<file path="config.mk">
export PLATFORM = sky130hd
export DESIGN_NAME = swmw_ctrl
export DESIGN_NICKNAME = d
export VERILOG_FILES = /design/src/pkg/swmw_pkg.sv /design/src/logic/swmw_ctrl.sv /design/src/logic/swmw_sync.sv /design/src/logic/swmw_wdog.sv
export SDC_FILE = /design/constraint.sdc
export NUM_CORES = 1
export LEC_CHECK = 0
export BUFFER_PORTS_ARGS = -buffer_cell sky130_fd_sc_hd__clkbuf_2
export CAP_MARGIN = 10
export CORE_MARGIN = 5
export CORE_UTILIZATION = 60
export CTS_CLUSTER_DIAMETER = 80
export CTS_CLUSTER_SIZE = 14
export DETAILED_ROUTE_END_ITERATION = 8
export GPL_TIMING_DRIVEN = 1
export PLACE_DENSITY_LB_ADDON = 0.2
export SLEW_MARGIN = 10
export SYNTH_ARGS = -nofsm -noshare
export SYNTH_HDL_FRONTEND = slang
export SYNTH_SLANG_ARGS = --single-unit
</file>
<file path="constraint.sdc">
create_clock -name clk_sys_i -period 4.2 [get_ports clk_sys_i]
set_input_delay 0 -clock clk_sys_i [delete_from_list [all_inputs] [get_ports clk_sys_i]]
set_output_delay 0 -clock clk_sys_i [all_outputs]
set_load 0.005 [all_outputs]
</file>
<file path="src/pkg/swmw_pkg.sv">
// constants, command layout and mode type for the switch mode and watchdog controller
package swmw_pkg;
   // ==========================================================
   // clock and timing
   localparam int unsigned CLK_MHZ = 250;
   localparam int unsigned WD_CNT_W = 32;
   // ==========================================================
   // frame layout: toggle bit, address field, data field
   localparam int unsigned FRAME_BITS = 8;
   localparam logic [3:0] FRAME_LEN = 4'h8;
   localparam int unsigned WD_BIT_POS = 7;
   localparam int unsigned ADDR_MSB = 6;
   localparam int unsigned ADDR_LSB = 4;
   // ==========================================================
   // command addresses
   localparam logic [2:0] ADDR_OUT = 3'h0;
   localparam logic [2:0] ADDR_OCH = 3'h1;
   localparam logic [2:0] ADDR_OCL = 3'h2;
   localparam logic [2:0] ADDR_OCT = 3'h3;
   localparam logic [2:0] ADDR_WDR = 3'h4;
   // ==========================================================
   // field positions and reset values
   localparam int unsigned OUT_ON_POS = 0;
   localparam int unsigned OUT_PWM_POS = 1;
   localparam int unsigned WATCHDOG_EXPIRED_FLAG_POS = 2;
   localparam logic OCH_DEF = 1'h0;
   localparam logic [2:0] OCL_DEF = 3'h0;
   localparam logic [1:0] OCT_DEF = 2'h0;
   localparam logic [1:0] WDR_DEF = 2'h0;
   // ==========================================================
   // failsafe select resistor codes
   localparam logic [1:0] FSR_GND = 2'h0;
   localparam logic [1:0] FSR_10K = 2'h1;
   localparam logic [1:0] FSR_30K = 2'h2;
   // ==========================================================
   // synchronised input vector positions
   localparam int unsigned SYNC_W = 16;
   localparam int unsigned S_SCLK = 0;
   localparam int unsigned S_CS = 1;
   localparam int unsigned S_SI = 2;
   localparam int unsigned S_WAKE = 3;
   localparam int unsigned S_RST = 4;
   localparam int unsigned S_DIN = 5;
   localparam int unsigned S_BAT = 6;
   localparam int unsigned S_VDD = 7;
   localparam int unsigned S_FSR = 8;
   localparam int unsigned S_FLT = 10;

   typedef enum logic [1:0] {M_SLEEP, M_NORMAL, M_FAULT, M_FAILSAFE} swmw_mode_type;
endpackage

</file>
<file path="src/logic/swmw_ctrl.sv">
// mode controller, serial command port and watchdog supervision of the high side switch
// ==========================================================
// What this block does
// RULE_01: serial output released while chip select high
// RULE_02: serial output changes on rising serial clock
// RULE_03: both supplies present gives normal mode
// RULE_04: fault kinds reported over serial port
// RULE_05: command lets direct input drive load
// RULE_06: sleep after power up or wake/reset low
// RULE_07: sleep clears every configurable setting
// RULE_08: normal mode runs watchdog when enabled
// RULE_09: fault mode pulls flag low, output off
// RULE_10: wake or reset rise arms watchdog
// RULE_11: missed toggle before timeout latches failsafe
// RULE_12: timeout counted in clocks, selected period
// RULE_13: failsafe output follows select resistor
// RULE_14: failsafe entry defaults overcurrent fields only
// RULE_15: timeout status bit set during failsafe
// RULE_16: wake/reset low or grounded select exits
// RULE_17: grounded select disables watchdog and failsafe
// RULE_18: logic supply loss resets, direct input drives
// RULE_19: eight bit frames, msb first, rising capture
// RULE_20: fault flag pulled low on any fault
// RULE_21: reset low clears registers, rise starts watchdog
// RULE_22: watchdog restarts only on toggled bit
`timescale 1ns/1ps
`default_nettype none
module swmw_ctrl
   import swmw_pkg::*;
#(
   parameter int unsigned WD_TIME0_US = 10000,
   parameter int unsigned WD_TIME1_US = 50000,
   parameter int unsigned WD_TIME2_US = 100000,
   parameter int unsigned WD_TIME3_US = 200000
) (
   // clock and reset
   input wire logic clk_sys_i,
   input wire logic rst_n_i,
   // serial port
   input wire logic sclk_i,
   input wire logic cs_n_i,
   input wire logic si_i,
   output logic so_o,
   output logic so_oe_o,
   // control pins
   input wire logic wake_i,
   input wire logic reset_pin_n_i,
   input wire logic direct_in_i,
   input wire logic [1:0] failsafe_select_resistor_i,
   // supplies
   input wire logic battery_supply_ok_i,
   input wire logic logic_supply_ok_i,
   // fault detectors: open, resistive, severe, thermal, under, over
   input wire logic [5:0] fault_det_i,
   // outputs
   output logic fault_flag_n_o,
   output logic fault_flag_n_oe_o,
   output logic power_output_o,
   output logic watchdog_expired_flag_o,
   output logic [1:0] mode_o,
   output logic regulator_en_o,
   output logic overcurrent_high_level_o,
   output logic [2:0] overcurrent_low_level_o,
   output logic [1:0] overcurrent_low_time_o
);
   // ==========================================================
   // timing
   localparam logic [WD_CNT_W-1:0] WD_CYC0 = WD_CNT_W'(WD_TIME0_US * CLK_MHZ);
   localparam logic [WD_CNT_W-1:0] WD_CYC1 = WD_CNT_W'(WD_TIME1_US * CLK_MHZ);
   localparam logic [WD_CNT_W-1:0] WD_CYC2 = WD_CNT_W'(WD_TIME2_US * CLK_MHZ);
   localparam logic [WD_CNT_W-1:0] WD_CYC3 = WD_CNT_W'(WD_TIME3_US * CLK_MHZ);

   function automatic logic [WD_CNT_W-1:0] wd_limit(input logic [1:0] sel);
      unique case (sel)
         2'h0: wd_limit = WD_CYC0;
         2'h1: wd_limit = WD_CYC1;
         2'h2: wd_limit = WD_CYC2;
         2'h3: wd_limit = WD_CYC3;
      endcase
   endfunction
   // ==========================================================
   // input synchronisation
   logic [SYNC_W-1:0] s;
   logic sclk_d, cs_d, wake_d, rst_d;
   logic [1:0] warm;
   swmw_sync #(.W(SYNC_W)) u_sync (
      .clk_sys_i(clk_sys_i),
      .rst_n_i(rst_n_i),
      .d_i({fault_det_i, failsafe_select_resistor_i, logic_supply_ok_i, battery_supply_ok_i,
            direct_in_i, reset_pin_n_i, wake_i, si_i, cs_n_i, sclk_i}),
      .q_o(s)
   );
   // the synchroniser resets to zero, which would look like a selected port until it has filled
   wire logic cs_s = s[S_CS] || !warm[1]; // [RULE_01]
   wire logic wake_s = s[S_WAKE];
   wire logic rst_s = s[S_RST];
   wire logic din_s = s[S_DIN];
   wire logic vdd_s = s[S_VDD];
   wire logic [1:0] fsr_s = s[S_FSR+1:S_FSR];
   wire logic [5:0] flt_s = s[S_FLT+5:S_FLT];
   wire logic sclk_rise = s[S_SCLK] && !sclk_d;
   wire logic cs_fall = !cs_s && cs_d;
   wire logic cs_rise = cs_s && !cs_d;
   wire logic grounded = (fsr_s == FSR_GND);
   wire logic sleep_cond = !wake_s && !rst_s;
   wire logic pin_rise = (wake_s && !wake_d) || (rst_s && !rst_d);
   always_ff @(posedge clk_sys_i or negedge rst_n_i) begin
      if (!rst_n_i) begin
         warm <= 2'h0;
         sclk_d <= 1'b0;
         cs_d <= 1'b1;
         wake_d <= 1'b0;
         rst_d <= 1'b0;
      end else begin
         warm <= {warm[0], 1'h1};
         sclk_d <= s[S_SCLK];
         cs_d <= cs_s;
         wake_d <= wake_s;
         rst_d <= rst_s;
      end
   end
   // ==========================================================
   // serial frame reception and response shifting
   logic [FRAME_BITS-1:0] rx_sh, tx_sh;
   logic [3:0] bit_cnt;
   logic [5:0] flt_reg;
   logic [1:0] wdr_sel;
   logic frame_ok, rsp_wdr, wd_prev, wd_restart;
   swmw_mode_type mode, next_mode;
   // bits past the eighth still shift, but a longer frame fails the length check and is not taken
   always_ff @(posedge clk_sys_i or negedge rst_n_i) begin
      if (!rst_n_i) begin
         rx_sh <= '0;
         bit_cnt <= '0;
      end else if (cs_s) begin
         bit_cnt <= '0;
      end else if (sclk_rise) begin
         rx_sh <= {rx_sh[FRAME_BITS-2:0], s[S_SI]}; // [RULE_19]
         bit_cnt <= (bit_cnt == 4'hF) ? bit_cnt : bit_cnt + 4'h1;
      end
   end
   always_ff @(posedge clk_sys_i or negedge rst_n_i) begin
      if (!rst_n_i) begin
         frame_ok <= 1'b0;
      end else begin
         frame_ok <= cs_rise && (bit_cnt == FRAME_LEN) && vdd_s; // [RULE_19]
      end
   end
   // response word is loaded at frame start, msb goes out on the first rising edge
   always_ff @(posedge clk_sys_i or negedge rst_n_i) begin
      if (!rst_n_i) begin
         tx_sh <= '0;
         so_o <= 1'b0;
      end else if (cs_fall) begin
         tx_sh <= rsp_wdr ? {5'h00, watchdog_expired_flag_o, wdr_sel} : {2'h0, flt_reg}; // [RULE_04] [RULE_15]
      end else if (sclk_rise && !cs_s) begin
         so_o <= tx_sh[FRAME_BITS-1]; // [RULE_02]
         tx_sh <= {tx_sh[FRAME_BITS-2:0], 1'b0};
      end
   end
   always_ff @(posedge clk_sys_i or negedge rst_n_i) begin
      if (!rst_n_i) begin
         so_oe_o <= 1'b0;
      end else begin
         so_oe_o <= !cs_s && vdd_s; // [RULE_01]
      end
   end
   // fault latch, cleared by a completed frame; a fault present then sets it again
   always_ff @(posedge clk_sys_i or negedge rst_n_i) begin
      if (!rst_n_i) begin
         flt_reg <= '0;
      end else if (!rst_s || !vdd_s) begin
         flt_reg <= '0; // [RULE_21] [RULE_18]
      end else if (frame_ok) begin
         flt_reg <= flt_s; // [RULE_04]
      end else begin
         flt_reg <= flt_reg | flt_s; // [RULE_04]
      end
   end
   // ==========================================================
   // configuration registers
   logic out_on, out_pwm, fs_latch, fs_set;
   wire logic [2:0] cmd_addr = rx_sh[ADDR_MSB:ADDR_LSB];
   always_ff @(posedge clk_sys_i or negedge rst_n_i) begin
      if (!rst_n_i) begin
         out_on <= 1'b0;
         out_pwm <= 1'b0;
         wdr_sel <= WDR_DEF;
         rsp_wdr <= 1'b0;
      end else if (!rst_s || !vdd_s || sleep_cond) begin
         out_on <= 1'b0; // [RULE_07] [RULE_18] [RULE_21]
         out_pwm <= 1'b0;
         wdr_sel <= WDR_DEF;
         rsp_wdr <= 1'b0;
      end else if (frame_ok) begin
         rsp_wdr <= (cmd_addr == ADDR_WDR);
         if (cmd_addr == ADDR_OUT) begin
            out_on <= rx_sh[OUT_ON_POS];
            out_pwm <= rx_sh[OUT_PWM_POS]; // [RULE_05]
         end
         if (cmd_addr == ADDR_WDR) begin
            wdr_sel <= rx_sh[1:0]; // [RULE_12]
         end
      end
   end
   // failsafe entry only touches the overcurrent settings, everything else survives
   always_ff @(posedge clk_sys_i or negedge rst_n_i) begin
      if (!rst_n_i) begin
         overcurrent_high_level_o <= OCH_DEF;
         overcurrent_low_level_o <= OCL_DEF;
         overcurrent_low_time_o <= OCT_DEF;
      end else if (!rst_s || !vdd_s || sleep_cond || fs_set) begin
         overcurrent_high_level_o <= OCH_DEF; // [RULE_14] [RULE_07] [RULE_18]
         overcurrent_low_level_o <= OCL_DEF;
         overcurrent_low_time_o <= OCT_DEF;
      end else if (frame_ok) begin
         if (cmd_addr == ADDR_OCH) begin
            overcurrent_high_level_o <= rx_sh[0];
         end
         if (cmd_addr == ADDR_OCL) begin
            overcurrent_low_level_o <= rx_sh[2:0];
         end
         if (cmd_addr == ADDR_OCT) begin
            overcurrent_low_time_o <= rx_sh[1:0];
         end
      end
   end
   // ==========================================================
   // watchdog
   logic wd_armed, wd_expired;
   wire logic wd_run = wd_armed && !grounded && !fs_latch && (mode != M_SLEEP); // [RULE_08] [RULE_17]
   // a frame is taken as a toggle only when bit seven differs from the last frame
   always_ff @(posedge clk_sys_i or negedge rst_n_i) begin
      if (!rst_n_i) begin
         wd_prev <= 1'b0;
         wd_restart <= 1'b0;
      end else begin
         wd_restart <= (frame_ok && (rx_sh[WD_BIT_POS] != wd_prev)) || pin_rise; // [RULE_22] [RULE_21]
         if (frame_ok) begin
            wd_prev <= rx_sh[WD_BIT_POS]; // [RULE_11]
         end
      end
   end
   always_ff @(posedge clk_sys_i or negedge rst_n_i) begin
      if (!rst_n_i) begin
         wd_armed <= 1'b0;
      end else if (grounded || sleep_cond) begin
         wd_armed <= 1'b0; // [RULE_17]
      end else if (pin_rise) begin
         wd_armed <= 1'b1; // [RULE_10]
      end
   end
   swmw_wdog u_wdog (
      .clk_sys_i(clk_sys_i),
      .rst_n_i(rst_n_i),
      .run_i(wd_run),
      .restart_i(wd_restart),
      .limit_i(wd_limit(wdr_sel)), // [RULE_12]
      .expired_o(wd_expired)
   );
   // exit wins over a timeout in the same cycle: grounding the select disables the feature
   always_ff @(posedge clk_sys_i or negedge rst_n_i) begin
      if (!rst_n_i) begin
         fs_latch <= 1'b0;
         fs_set <= 1'b0;
      end else begin
         fs_set <= 1'b0;
         if (grounded || sleep_cond) begin
            fs_latch <= 1'b0; // [RULE_16] [RULE_17]
         end else if (wd_expired && !fs_latch) begin
            fs_latch <= 1'b1; // [RULE_11]
            fs_set <= 1'b1; // [RULE_14]
         end
      end
   end

   // ==========================================================
   // mode selection and outputs
   always_comb begin
      if (!s[S_BAT] || sleep_cond) begin
         next_mode = M_SLEEP; // [RULE_06]
      end else if (fs_latch) begin
         next_mode = M_FAILSAFE; // [RULE_11]
      end else if (|flt_s) begin
         next_mode = M_FAULT; // [RULE_09]
      end else begin
         next_mode = M_NORMAL; // [RULE_03] [RULE_08]
      end
   end

   always_ff @(posedge clk_sys_i or negedge rst_n_i) begin
      if (!rst_n_i) begin
         mode <= M_SLEEP; // [RULE_06]
      end else begin
         mode <= next_mode;
      end
   end

   // without the logic supply the serial settings are gone, so in normal mode the direct input rules
   always_ff @(posedge clk_sys_i or negedge rst_n_i) begin
      if (!rst_n_i) begin
         power_output_o <= 1'b0;
      end else begin
         unique case (mode)
            M_SLEEP: power_output_o <= 1'b0; // [RULE_06]
            M_FAULT: power_output_o <= 1'b0; // [RULE_09]
            M_FAILSAFE: power_output_o <= (fsr_s == FSR_30K); // [RULE_13]
            M_NORMAL: power_output_o <= !vdd_s ? din_s : (out_pwm ? din_s : out_on); // [RULE_18] [RULE_05]
         endcase
      end
   end

   always_ff @(posedge clk_sys_i or negedge rst_n_i) begin
      if (!rst_n_i) begin
         fault_flag_n_o <= 1'b0;
         fault_flag_n_oe_o <= 1'b0;
         watchdog_expired_flag_o <= 1'b0;
         mode_o <= 2'h0;
         regulator_en_o <= 1'b0;
      end else begin
         fault_flag_n_o <= 1'b0;
         fault_flag_n_oe_o <= (|flt_s) && !sleep_cond && s[S_BAT]; // [RULE_20] [RULE_09]
         watchdog_expired_flag_o <= (mode == M_FAILSAFE); // [RULE_15]
         mode_o <= mode;
         regulator_en_o <= (mode != M_SLEEP); // [RULE_07]
      end
   end
endmodule // swmw_ctrl
`default_nettype wire

</file>
<file path="src/logic/swmw_sync.sv">
// two flip-flop synchroniser for a vector of asynchronous inputs
`timescale 1ns/1ps
`default_nettype none
module swmw_sync #(
   parameter int W = 1
) (
   // clock and reset
   input wire logic clk_sys_i,
   input wire logic rst_n_i,
   // data
   input wire logic [W-1:0] d_i,
   output logic [W-1:0] q_o
);
   logic [W-1:0] meta;

   genvar g;
   generate
      for (g = 0; g < W; g++) begin : g_bit
         always_ff @(posedge clk_sys_i or negedge rst_n_i) begin
            if (!rst_n_i) begin
               meta[g] <= 1'b0;
               q_o[g] <= 1'b0;
            end else begin
               meta[g] <= d_i[g];
               q_o[g] <= meta[g];
            end
         end
      end
   endgenerate
endmodule // swmw_sync
`default_nettype wire

</file>
<file path="src/logic/swmw_wdog.sv">
// watchdog timeout counter
`timescale 1ns/1ps
`default_nettype none
module swmw_wdog
   import swmw_pkg::*;
(
   // clock and reset
   input wire logic clk_sys_i,
   input wire logic rst_n_i,
   // control
   input wire logic run_i,
   input wire logic restart_i,
   input wire logic [WD_CNT_W-1:0] limit_i,
   // status
   output logic expired_o
);
   logic [WD_CNT_W-1:0] count;

   // counts system clock cycles as the internal oscillator
   always_ff @(posedge clk_sys_i or negedge rst_n_i) begin
      if (!rst_n_i) begin
         count <= '0;
      end else if (!run_i || restart_i) begin
         count <= '0;
      end else if (count < limit_i) begin
         count <= count + 1'b1;
      end
   end

   always_ff @(posedge clk_sys_i or negedge rst_n_i) begin
      if (!rst_n_i) begin
         expired_o <= 1'b0;
      end else begin
         expired_o <= run_i && !restart_i && (count >= limit_i);
      end
   end
endmodule // swmw_wdog
`default_nettype wire

</file>
* After elaboration in Yosys (flattened, before gate mapping)
Index checks and enable logic that the tools add are counted.
** Word-level totals
- Flip-flop bits (word level) :: 124
- Memories :: 0
- Input port bits :: 18
- Memory bits (read-only) :: 0
- Bits in latches :: 0
- Word-level logic and storage cells :: 199
- Bits in writable memories :: 0
** Operators by class
- Multiply operators :: 0
- Add/subtract/negate cells :: 2
- Divide/modulo/power cells :: 0
- Bitwise operators :: 3
- Multiplexer cells :: 43
- $lt $le $gt $ge :: 2
- Reduce and logical (&&, ||, !) cells :: 70
- Shift operators :: 0
- Equal/unequal tests :: 15
** Operators with widths (count)
- one-hot mux 32 bit (4 select lines) :: 1
- 2-to-1 mux 32 bit :: 2
- adder 32 x 1 -> 32 bit (second input constant) :: 1
- >= comparator 32 bit :: 1
- less-than comparator 32 bit :: 1
- nonzero test 2 bit :: 13
- logical AND 1 bit :: 19
- 2-to-1 mux 1 bit :: 19
- 2-to-1 mux 2 bit :: 9
- 2-to-1 mux 6 bit :: 3
- 2-to-1 mux 8 bit :: 2
- AND reduction 2 bit :: 8
- logical NOT 1 bit :: 15
- 2-to-1 mux 4 bit :: 3
- equality test 2 bit (second input constant) :: 5
- logical OR 1 bit :: 9
- 2-to-1 mux 3 bit :: 3
- equality test 4 bit (second input constant) :: 2
- equality test 3 x 2 -> 1 bit (second input constant) :: 2
- logical NOT 2 bit :: 3
- bitwise OR 6 bit :: 1
- OR reduction 6 bit :: 1
- adder 4 x 1 -> 4 bit (second input constant) :: 1
- equality test 2 x 1 -> 1 bit (second input constant) :: 2
- other kinds (8) :: 9

* Depth between registers and ports, before layout
Gate-level depths: netlist of run 1.
- Depth in word-level cells :: 8
- Mapped depth :: 12
- Gate-level depth less buffers :: 10

* Cells and area by module
Synthesis of run 1 repeated with hierarchy kept, for this count alone.
** Unflattened totals
- Cells, all modules :: 605
- Area, all modules :: 6194.7 um2
** Modules (own cells, without submodules)
- swmw_wdog :: seq. area each 825.8 um2, cells an instance 336, times used 1, area an instance 2756.4 um2
- swmw_ctrl :: seq. area each 1477.7 um2, cells an instance 237, times used 1, area an instance 2637.5 um2
- swmw_sync :: seq. area each 800.8 um2, cells an instance 32, times used 1, area an instance 800.8 um2

* Worst setup path before layout of run 1
No wires, ideal clock.
- Kind :: flip-flop to flip-flop
- From :: register wdr_sel[1]
- To :: register u_wdog.count[5]
- Arrival :: 2.891 ns
- Buffers on the path :: 1
- Setup time :: 0.078 ns
- Required time :: 4.122 ns
- Cell stages (with the launch flop) :: 12
- Setup slack :: 1.231 ns
- Cell sequence :: dfrtp_1 inv_1 ha_1 o21bai_1 ha_1 a211oi_1 o21ai_0 a2111oi_4 o211ai_4 buf_6 or4_1 a21oi_1
** On the way
- Cells in the longest elaborated chain, start to end :: 4
- Elaborated cells between the ends (all ways) :: 7
- Classes of those cells :: order compare (1); eq/ne (3); mux (1); reduce/logical (2)
** Ends and longest elaborated chain
- from (decl) :: line swmw_ctrl.sv:127 : logic [1:0] wdr_sel;
- from (signal assigned) :: line swmw_ctrl.sv:202 : wdr_sel <= rx_sh[1:0];
- equality test 2 bit (tied with other cells) :: line swmw_ctrl.sv:74 : unique case (sel)
- one-hot mux 32 bit (4 select lines) (*) :: line swmw_ctrl.sv:74
- less-than comparator 32 bit (*) :: line swmw_wdog.sv:25 : end else if (count < limit_i) begin
- nonzero test 2 bit (no line) (*)
- to (signal assigned) :: line swmw_wdog.sv:26 : count <= count + 1'b1;
- to (decl) :: line swmw_wdog.sv:17 : logic [WD_CNT_W-1:0] count;
Mark *: on every way between the ends. The rest lies on a longest branch, timed or not. The select of a mux whose other input is x is not followed.
A chain may end at the register's enable or synchronous reset.

* Final worst setup path of run 1
- From :: register wdr_sel[1]
- To :: register u_wdog.count[1]
Same word-level chain as after synthesis.

==> results.yml, run 1 <==
outcome:
  outcome: "finished, final reports clean"
layout:
  largest_reg_flops: 32
  max_flop_register: "u_wdog.count"
  top_regs: "u_wdog.count (32), u_sync.meta (16), u_sync.q_o (16)"
  layout_common_cells: "dfrtp_1, a21oi_1, nand2_1"
  finalNetCount: 577
  final_util_pct: 73.24
  syn2layout_area_growth_pct: 18.78
  fillCellCount: 589
  antennaDiodeCount: 0
  layout.cells.most_common: "dfrtp_1"
  drive_above_1_share_pct: 15.72
  multi_input_comb_area_mm2: 0.002126
  regArea_mm2: 0.003104
cts:
  cts_resized: 0
  cts_buffers: 17
  clockRootBuffer: "clkbuf_8"
  clock_sinks: 124
  cts_tree: "yes"
  cts_buffer_depth: 2
  cts_htree_levels: 4
  clk_latency_ns: 0.52
  clk_pin_slew_worst_paths_ns: 0.06
power:
  internal-power_mw: 2.133
  p_per_area_mw_per_mm2: 441.8
  power.switching_mw: 0.6894
  cellLeakagePower_nw: 2.857
  sw_frac_of_total_pct: 24.43
  finalPower_mw: 2.822
  combPwrFrac_pct: 4.1
  irDropWorstVdd_uv: 427.1
  clock_power_share_pct: 50.0
  pwr-share-seq_pct: 45.9
floorplanning:
  die_h_um: 104.7
  start_util_pct: 61.66
  core_area_mm2: 0.008721
  pin_count: 33
  floorplan.die_area_mm2: 0.01096
  die_w_um: 104.7
  rows: 34
sta:
  rsz0062_at_grt: "no"
  hold_viol_final: 0
  drv_slew: 0
  tightest_slew_ns: 1.027
  finClkSkew_ns: 0.009445
  max_freq_mhz: 271.2
  min_period_ns: 3.688
  tns_ns: 0
  worst_slew_margin_rel_pct: 31.54
  setup_viol: 0
  post-route-period-util_pct: 87.80
critical_path:
  cp-end-kind: "register"
  path_delay_family: "compound AO/OA/AOI/OAI gates"
  path_class: "reg2reg"
  cpMostUsedCell: "ha_1"
  r2r-start: "wdr_sel[1]"
  critPathArrivalTime_ns: 4.05
  cp_max_fo: 43
  crit_buf_inv: 1
  path_cells: "inv_1 -> ha_1 -> o21bai_1 -> ha_1 -> nand3_1 -> a2111oi_0 -> a211oi_1 -> o211ai_4 -> mux2i_1 -> nor2_1"
  worstPathRequired_ns: 4.57
  cp_slowest_stage_delay_ns: 0.84
  cp-startpoint: "wdr_sel[1]"
  cpMaxStageDelayCell: "o211ai_4"
  worst_setup_path_start_kind: "register"
job:
  cap_violations: 0
synth:
  synthFlopType: "dfrtp_1"
  synth_cells: 475
  synth_edf_count: 0
  synth-seq-cells: 124
  async_reset_ff_share_pct: 100.0
  netlist_area_mm2: 0.005378
  synthesis.nets: 518
  synth_cell_types: 55
  avgSynthCellArea_um2: 11.32
  yosysSeqAreaShare_pct: 57.72
  yosysWarnings: 0
global_routing:
  grt_pass1_wl_mm: 20.10
  grt_overflow: 0
  grt_max_degree: 64
  grt_pass1_vias: 4196
  track_usage_pct: 22.76
  antenna_found_initial: 0
drt:
  drcViolationCount: 0
  drt_iter0_drc: 199
  ant_nets: 0
  vias_per_cell: 5.997
  drt-total-wl_mm: 11.73
  drt-pass1-iter-count: 4
  vias: 3928
  wl_per_cell_um: 17.91
placement:
  place.gp.congestion: 0.8500
  io_buffers: 31
  hpwl_mm: 7.360
worst_hold_path:
  min_path_type: "in2reg"
  worstHoldStart: "sclk_i"
==> through the flow <==
step                hold WS [ns]  cells  instance area, um^2  setup WS, ns
finish                    0.1178    655                 6387        0.5123
global route              0.1228    655                 6387        0.2176
CTS                       0.1071    655                 6387        0.6136
detailed placement       -0.1260    604                 5624        0.6514
global placement         -0.1313    604                 5624        0.8930
floorplan                -0.2956    475                 5378         1.231
==> Yosys cell counts, types with 4 or more instances <==
cell / number / share of area (%)
a21oi_1: 42 / 3.9
and2_1: 9 / 1.0
and3_1: 6 / 0.70
clkbuf_1: 5 / 0.35
dfrtp_1: 123 / 57
ha_1: 25 / 5.8
inv_1: 19 / 1.3
mux2_2: 10 / 2.1
mux2i_1: 16 / 3.0
nand2_1: 39 / 2.7
nand2b_1: 4 / 0.47
nand3_1: 13 / 1.2
nand4_1: 4 / 0.47
nor2_1: 37 / 2.6
nor3_1: 5 / 0.47
nor4b_1: 4 / 0.65
o21ai_0: 7 / 0.65
o21ai_1: 9 / 0.84
o31ai_1: 14 / 2.0
or3_1: 10 / 1.2
or4_1: 15 / 2.1
xnor2_1: 4 / 0.65
==> timing repair <==
action | in CTS | in global routing
buffers inserted | 0 | 0
endpoints found under the hold margin | 140 | 0
endpoints found under the setup margin | 0 | 0
hold buffers | 19 | 0
==> final cells by class <==
class	instances	share of cell area (%)
flip-flops and latches	124	48.60
clock inverters	13	2.057
clock buffers	19	6.915
inverters	21	1.234
multi-input cells	317	33.28
repair buffers	53	5.798
well taps	108	2.116
==> per-layer routing <==
layer  wire (um)  vias to the layer above  share of wire, %  GRT usage [%]
met2        5951                       77                51          38.55
met4         201                        0               1.7          8.676
met1        5137                     2008                44          27.84
li1            -                     1823                 -              -
met5           0                        -                 0              0
met3         444                       20               3.8          6.350
==> worst paths after layout <==
| kind | to | depth (start not counted) | slack [ns] |
|---|---|---|---|
| max | u_wdog.count[1] | 10 | 0.51 |
| min | u_sync.meta[0] | 2 | 0.12 |
| max reg2reg | u_wdog.count[1] | 10 | 0.51 |
| min reg2reg | u_sync.q_o[6] | 0 | 0.35 |
| max in group asynchronous | flt_reg[2] | 4 | 2.59 |
| min in group asynchronous | cs_d | 3 | 0.53 |
==> logic make-up (layout without fill, tap and decap cells) <==
logic type               Yosys count  in the layout  synth area share (%)
flip-flops                       124            124                 57.72
XOR/XNOR                           7              7                 1.140
other                              2              2                0.1397
adder cells (fa/ha/maj)           25             25                 5.817
AO/OA/AOI/OAI                     96             96                 11.49
multiplexers                      26             26                 5.072
AND/OR/NAND/NOR                  161            161                 15.87
buffers and inverters             34            106                 2.745
==> power by group through the flow <==
stage          logic [mW]  registers (mW)  clock network [mW]
2_1_floorplan      0.0556            1.30                   0
3_3_place_gp       0.0967            1.31                   0
3_5_place_dp        0.102            1.31                   0
4_1_cts             0.117            1.29                1.42
5_1_grt             0.132            1.30                1.48
6_report            0.116            1.30                1.41
No activity file was read; power rests on OpenSTA's default activity.
==> inputs of run 2 (changes only) <==
- CORE_ASPECT_RATIO: default -> 1.5
- CORE_UTILIZATION: 60 -> 63
- CTS_BUF_LIST: default -> sky130_fd_sc_hd__clkbuf_8
- SKIP_CTS_REPAIR_TIMING: default -> 1
==> run 2 against run 1 <==
  * Non-clock buffer count decreased by 2
  * Clock-buffer cell count increased by 1
  * Via count decreased by 2.9%
  * First-iteration DRC count decreased by 14%
  * Maximum frequency increased by 5.4%
  * Core utilization increased by 1.1 points
==> results.yml, run 2 (synthesis gave the netlist of run 1 again) <==
floorplanning:
  die_w_um: 85.44
  pin_count: 33
  core_area_mm2: 0.008362
  rows: 41
  floorplan.die_area_mm2: 0.01052
  start_util_pct: 64.31
  die_h_um: 123.2
sta:
  tns_ns: 0
  max_freq_mhz: 285.7
  tightest_slew_ns: 0.9591
  rsz0062_at_grt: "no"
  min_period_ns: 3.500
  post-route-period-util_pct: 83.34
  worst_slew_margin_rel_pct: 35.16
  setup_viol: 0
  hold_viol_final: 0
  drv_slew: 0
  finClkSkew_ns: 0.008222
power:
  irDropWorstVdd_uv: 245.2
  clock_power_share_pct: 43.6
  finalPower_mw: 2.487
  pwr-share-seq_pct: 51.9
  internal-power_mw: 1.928
  power.switching_mw: 0.5587
  cellLeakagePower_nw: 2.782
  sw_frac_of_total_pct: 22.47
  combPwrFrac_pct: 4.4
  p_per_area_mw_per_mm2: 400.2
layout:
  drive_above_1_share_pct: 15.41
  finalNetCount: 575
  multi_input_comb_area_mm2: 0.002126
  antennaDiodeCount: 0
  regArea_mm2: 0.003104
  syn2layout_area_growth_pct: 15.54
  layout.cells.most_common: "dfrtp_1"
  max_flop_register: "u_wdog.count"
  largest_reg_flops: 32
  layout_common_cells: "dfrtp_1, a21oi_1, nand2_1"
  top_regs: "u_wdog.count (32), u_sync.meta (16), u_sync.q_o (16)"
  fillCellCount: 568
critical_path:
  r2r-start: "wdr_sel[1]"
  r2r_cells: 10
  critPathArrivalTime_ns: 3.86
  path_delay_family: "compound AO/OA/AOI/OAI gates"
  cp_max_fo: 43
  cpMostUsedCell: "ha_1"
  r2r_slack_ns: 0.70
  cp_slowest_stage_delay_ns: 0.63
  cp.depth: 10
  cpMaxStageDelayCell: "or4_1"
  worstPathRequired_ns: 4.56
  path_cells: "inv_1 -> ha_1 -> o21bai_1 -> ha_1 -> a211oi_1 -> o21ai_0 -> a2111oi_4 -> o211ai_4 -> or4_1 -> a21oi_1"
  crit_buf_inv: 1
  cp-end-kind: "register"
  worst_setup_path_start_kind: "register"
  worst_r2r_endpoint: "u_wdog.count[9]"
  path_class: "reg2reg"
job:
  cap_violations: 0
cts:
  cts_buffers: 17
  cts_htree_levels: 4
  cts_tree: "yes"
  cts_buffer_depth: 2
  clock_sinks: 124
  clk_pin_slew_worst_paths_ns: 0.07
  clk_latency_ns: 0.43
  clockRootBuffer: "clkbuf_8"
worst_hold_path:
  worstHoldEndpoint: "u_sync.meta[7]"
  worstHoldStart: "logic_supply_ok_i"
  min_path_cells: 2
  min_path_type: "in2reg"
placement:
  hpwl_mm: 7.431
  place.gp.congestion: 0.9516
  io_buffers: 31
drt:
  drt-pass1-iter-count: 4
  drt_iter0_drc: 172
  ant_nets: 0
  wl_per_cell_um: 16.45
  vias: 3814
  vias_per_cell: 5.850
  drt-total-wl_mm: 10.73
  drcViolationCount: 0
global_routing:
  grt_max_degree: 80
  grt_pass1_vias: 3893
  antenna_found_initial: 0
  grt_pass1_wl_mm: 17.98
  track_usage_pct: 22.42
  grt_overflow: 0
outcome:
  outcome: "finished, final reports clean"
[run 2: changes by cell type in the layout (fill, tap and decap cells not counted), moves of 2 or more]
cell,change
bufinv_16,+2
clkbuf_16,-16
clkbuf_8,+17
clkinv_4,-2
dlygate4sd3_1,-2
inv_1,+2
inv_6,-3
inv_8,-2
[run 2: final cells by class]
type	count	area share (%)
clock buffers	20	4.430
well taps	107	2.155
multi-input cells	317	34.21
inverters	21	1.269
flip-flops and latches	124	49.96
repair buffers	51	5.638
clock inverters	12	2.336
[run 2: power groups by stage]
stage	sequential, mW	combinational (mW)	clock (mW)
after CTS	1.29	0.101	1.11
after global routing	1.30	0.127	1.17
after floorplan	1.30	0.0556	0
final	1.29	0.110	1.08
after detailed placement	1.31	0.100	0
after global placement	1.31	0.0969	0
[run 2: layer usage]
metal | up-vias | GRT usage [%] | wire, um
met3 | 39 | 5.600 | 318
li1 | 1823 | - | -
met1 | 1872 | 24.97 | 4288
met2 | 80 | 38.38 | 5596
met5 | - | 0 | 0
met4 | 0 | 13.76 | 522
[run 2: metrics by stage]
stage | util, % | hold slack (ns) | worst slack, ns | cells | cell area (um^2)
6_report | 74.31 | 0.2127 | 0.6996 | 652 | 6213
5_1_grt | 74.31 | 0.1971 | 0.3847 | 652 | 6213
4_1_cts | 72.27 | -0.3584 | 0.7113 | 635 | 6043
3_5_place_dp | 67.25 | 0.1100 | 0.7347 | 603 | 5623
3_3_place_gp | 67.25 | 0.1084 | 0.9251 | 603 | 5623
2_1_floorplan | - | -0.2956 | 1.231 | 475 | 5378
[run 2: worst max-delay path by stage]
stage	slack [ns]	end	start
after floorplan	1.23	u_wdog.count[5]	wdr_sel[1]
after global placement	0.93	u_wdog.count[13]	wdr_sel[1]
after detailed placement	0.73	u_wdog.count[8]	wdr_sel[1]
after CTS	0.71	u_wdog.count[7]	wdr_sel[1]
after global routing	0.38	u_wdog.count[7]	wdr_sel[1]
final	0.70	u_wdog.count[9]	wdr_sel[1]
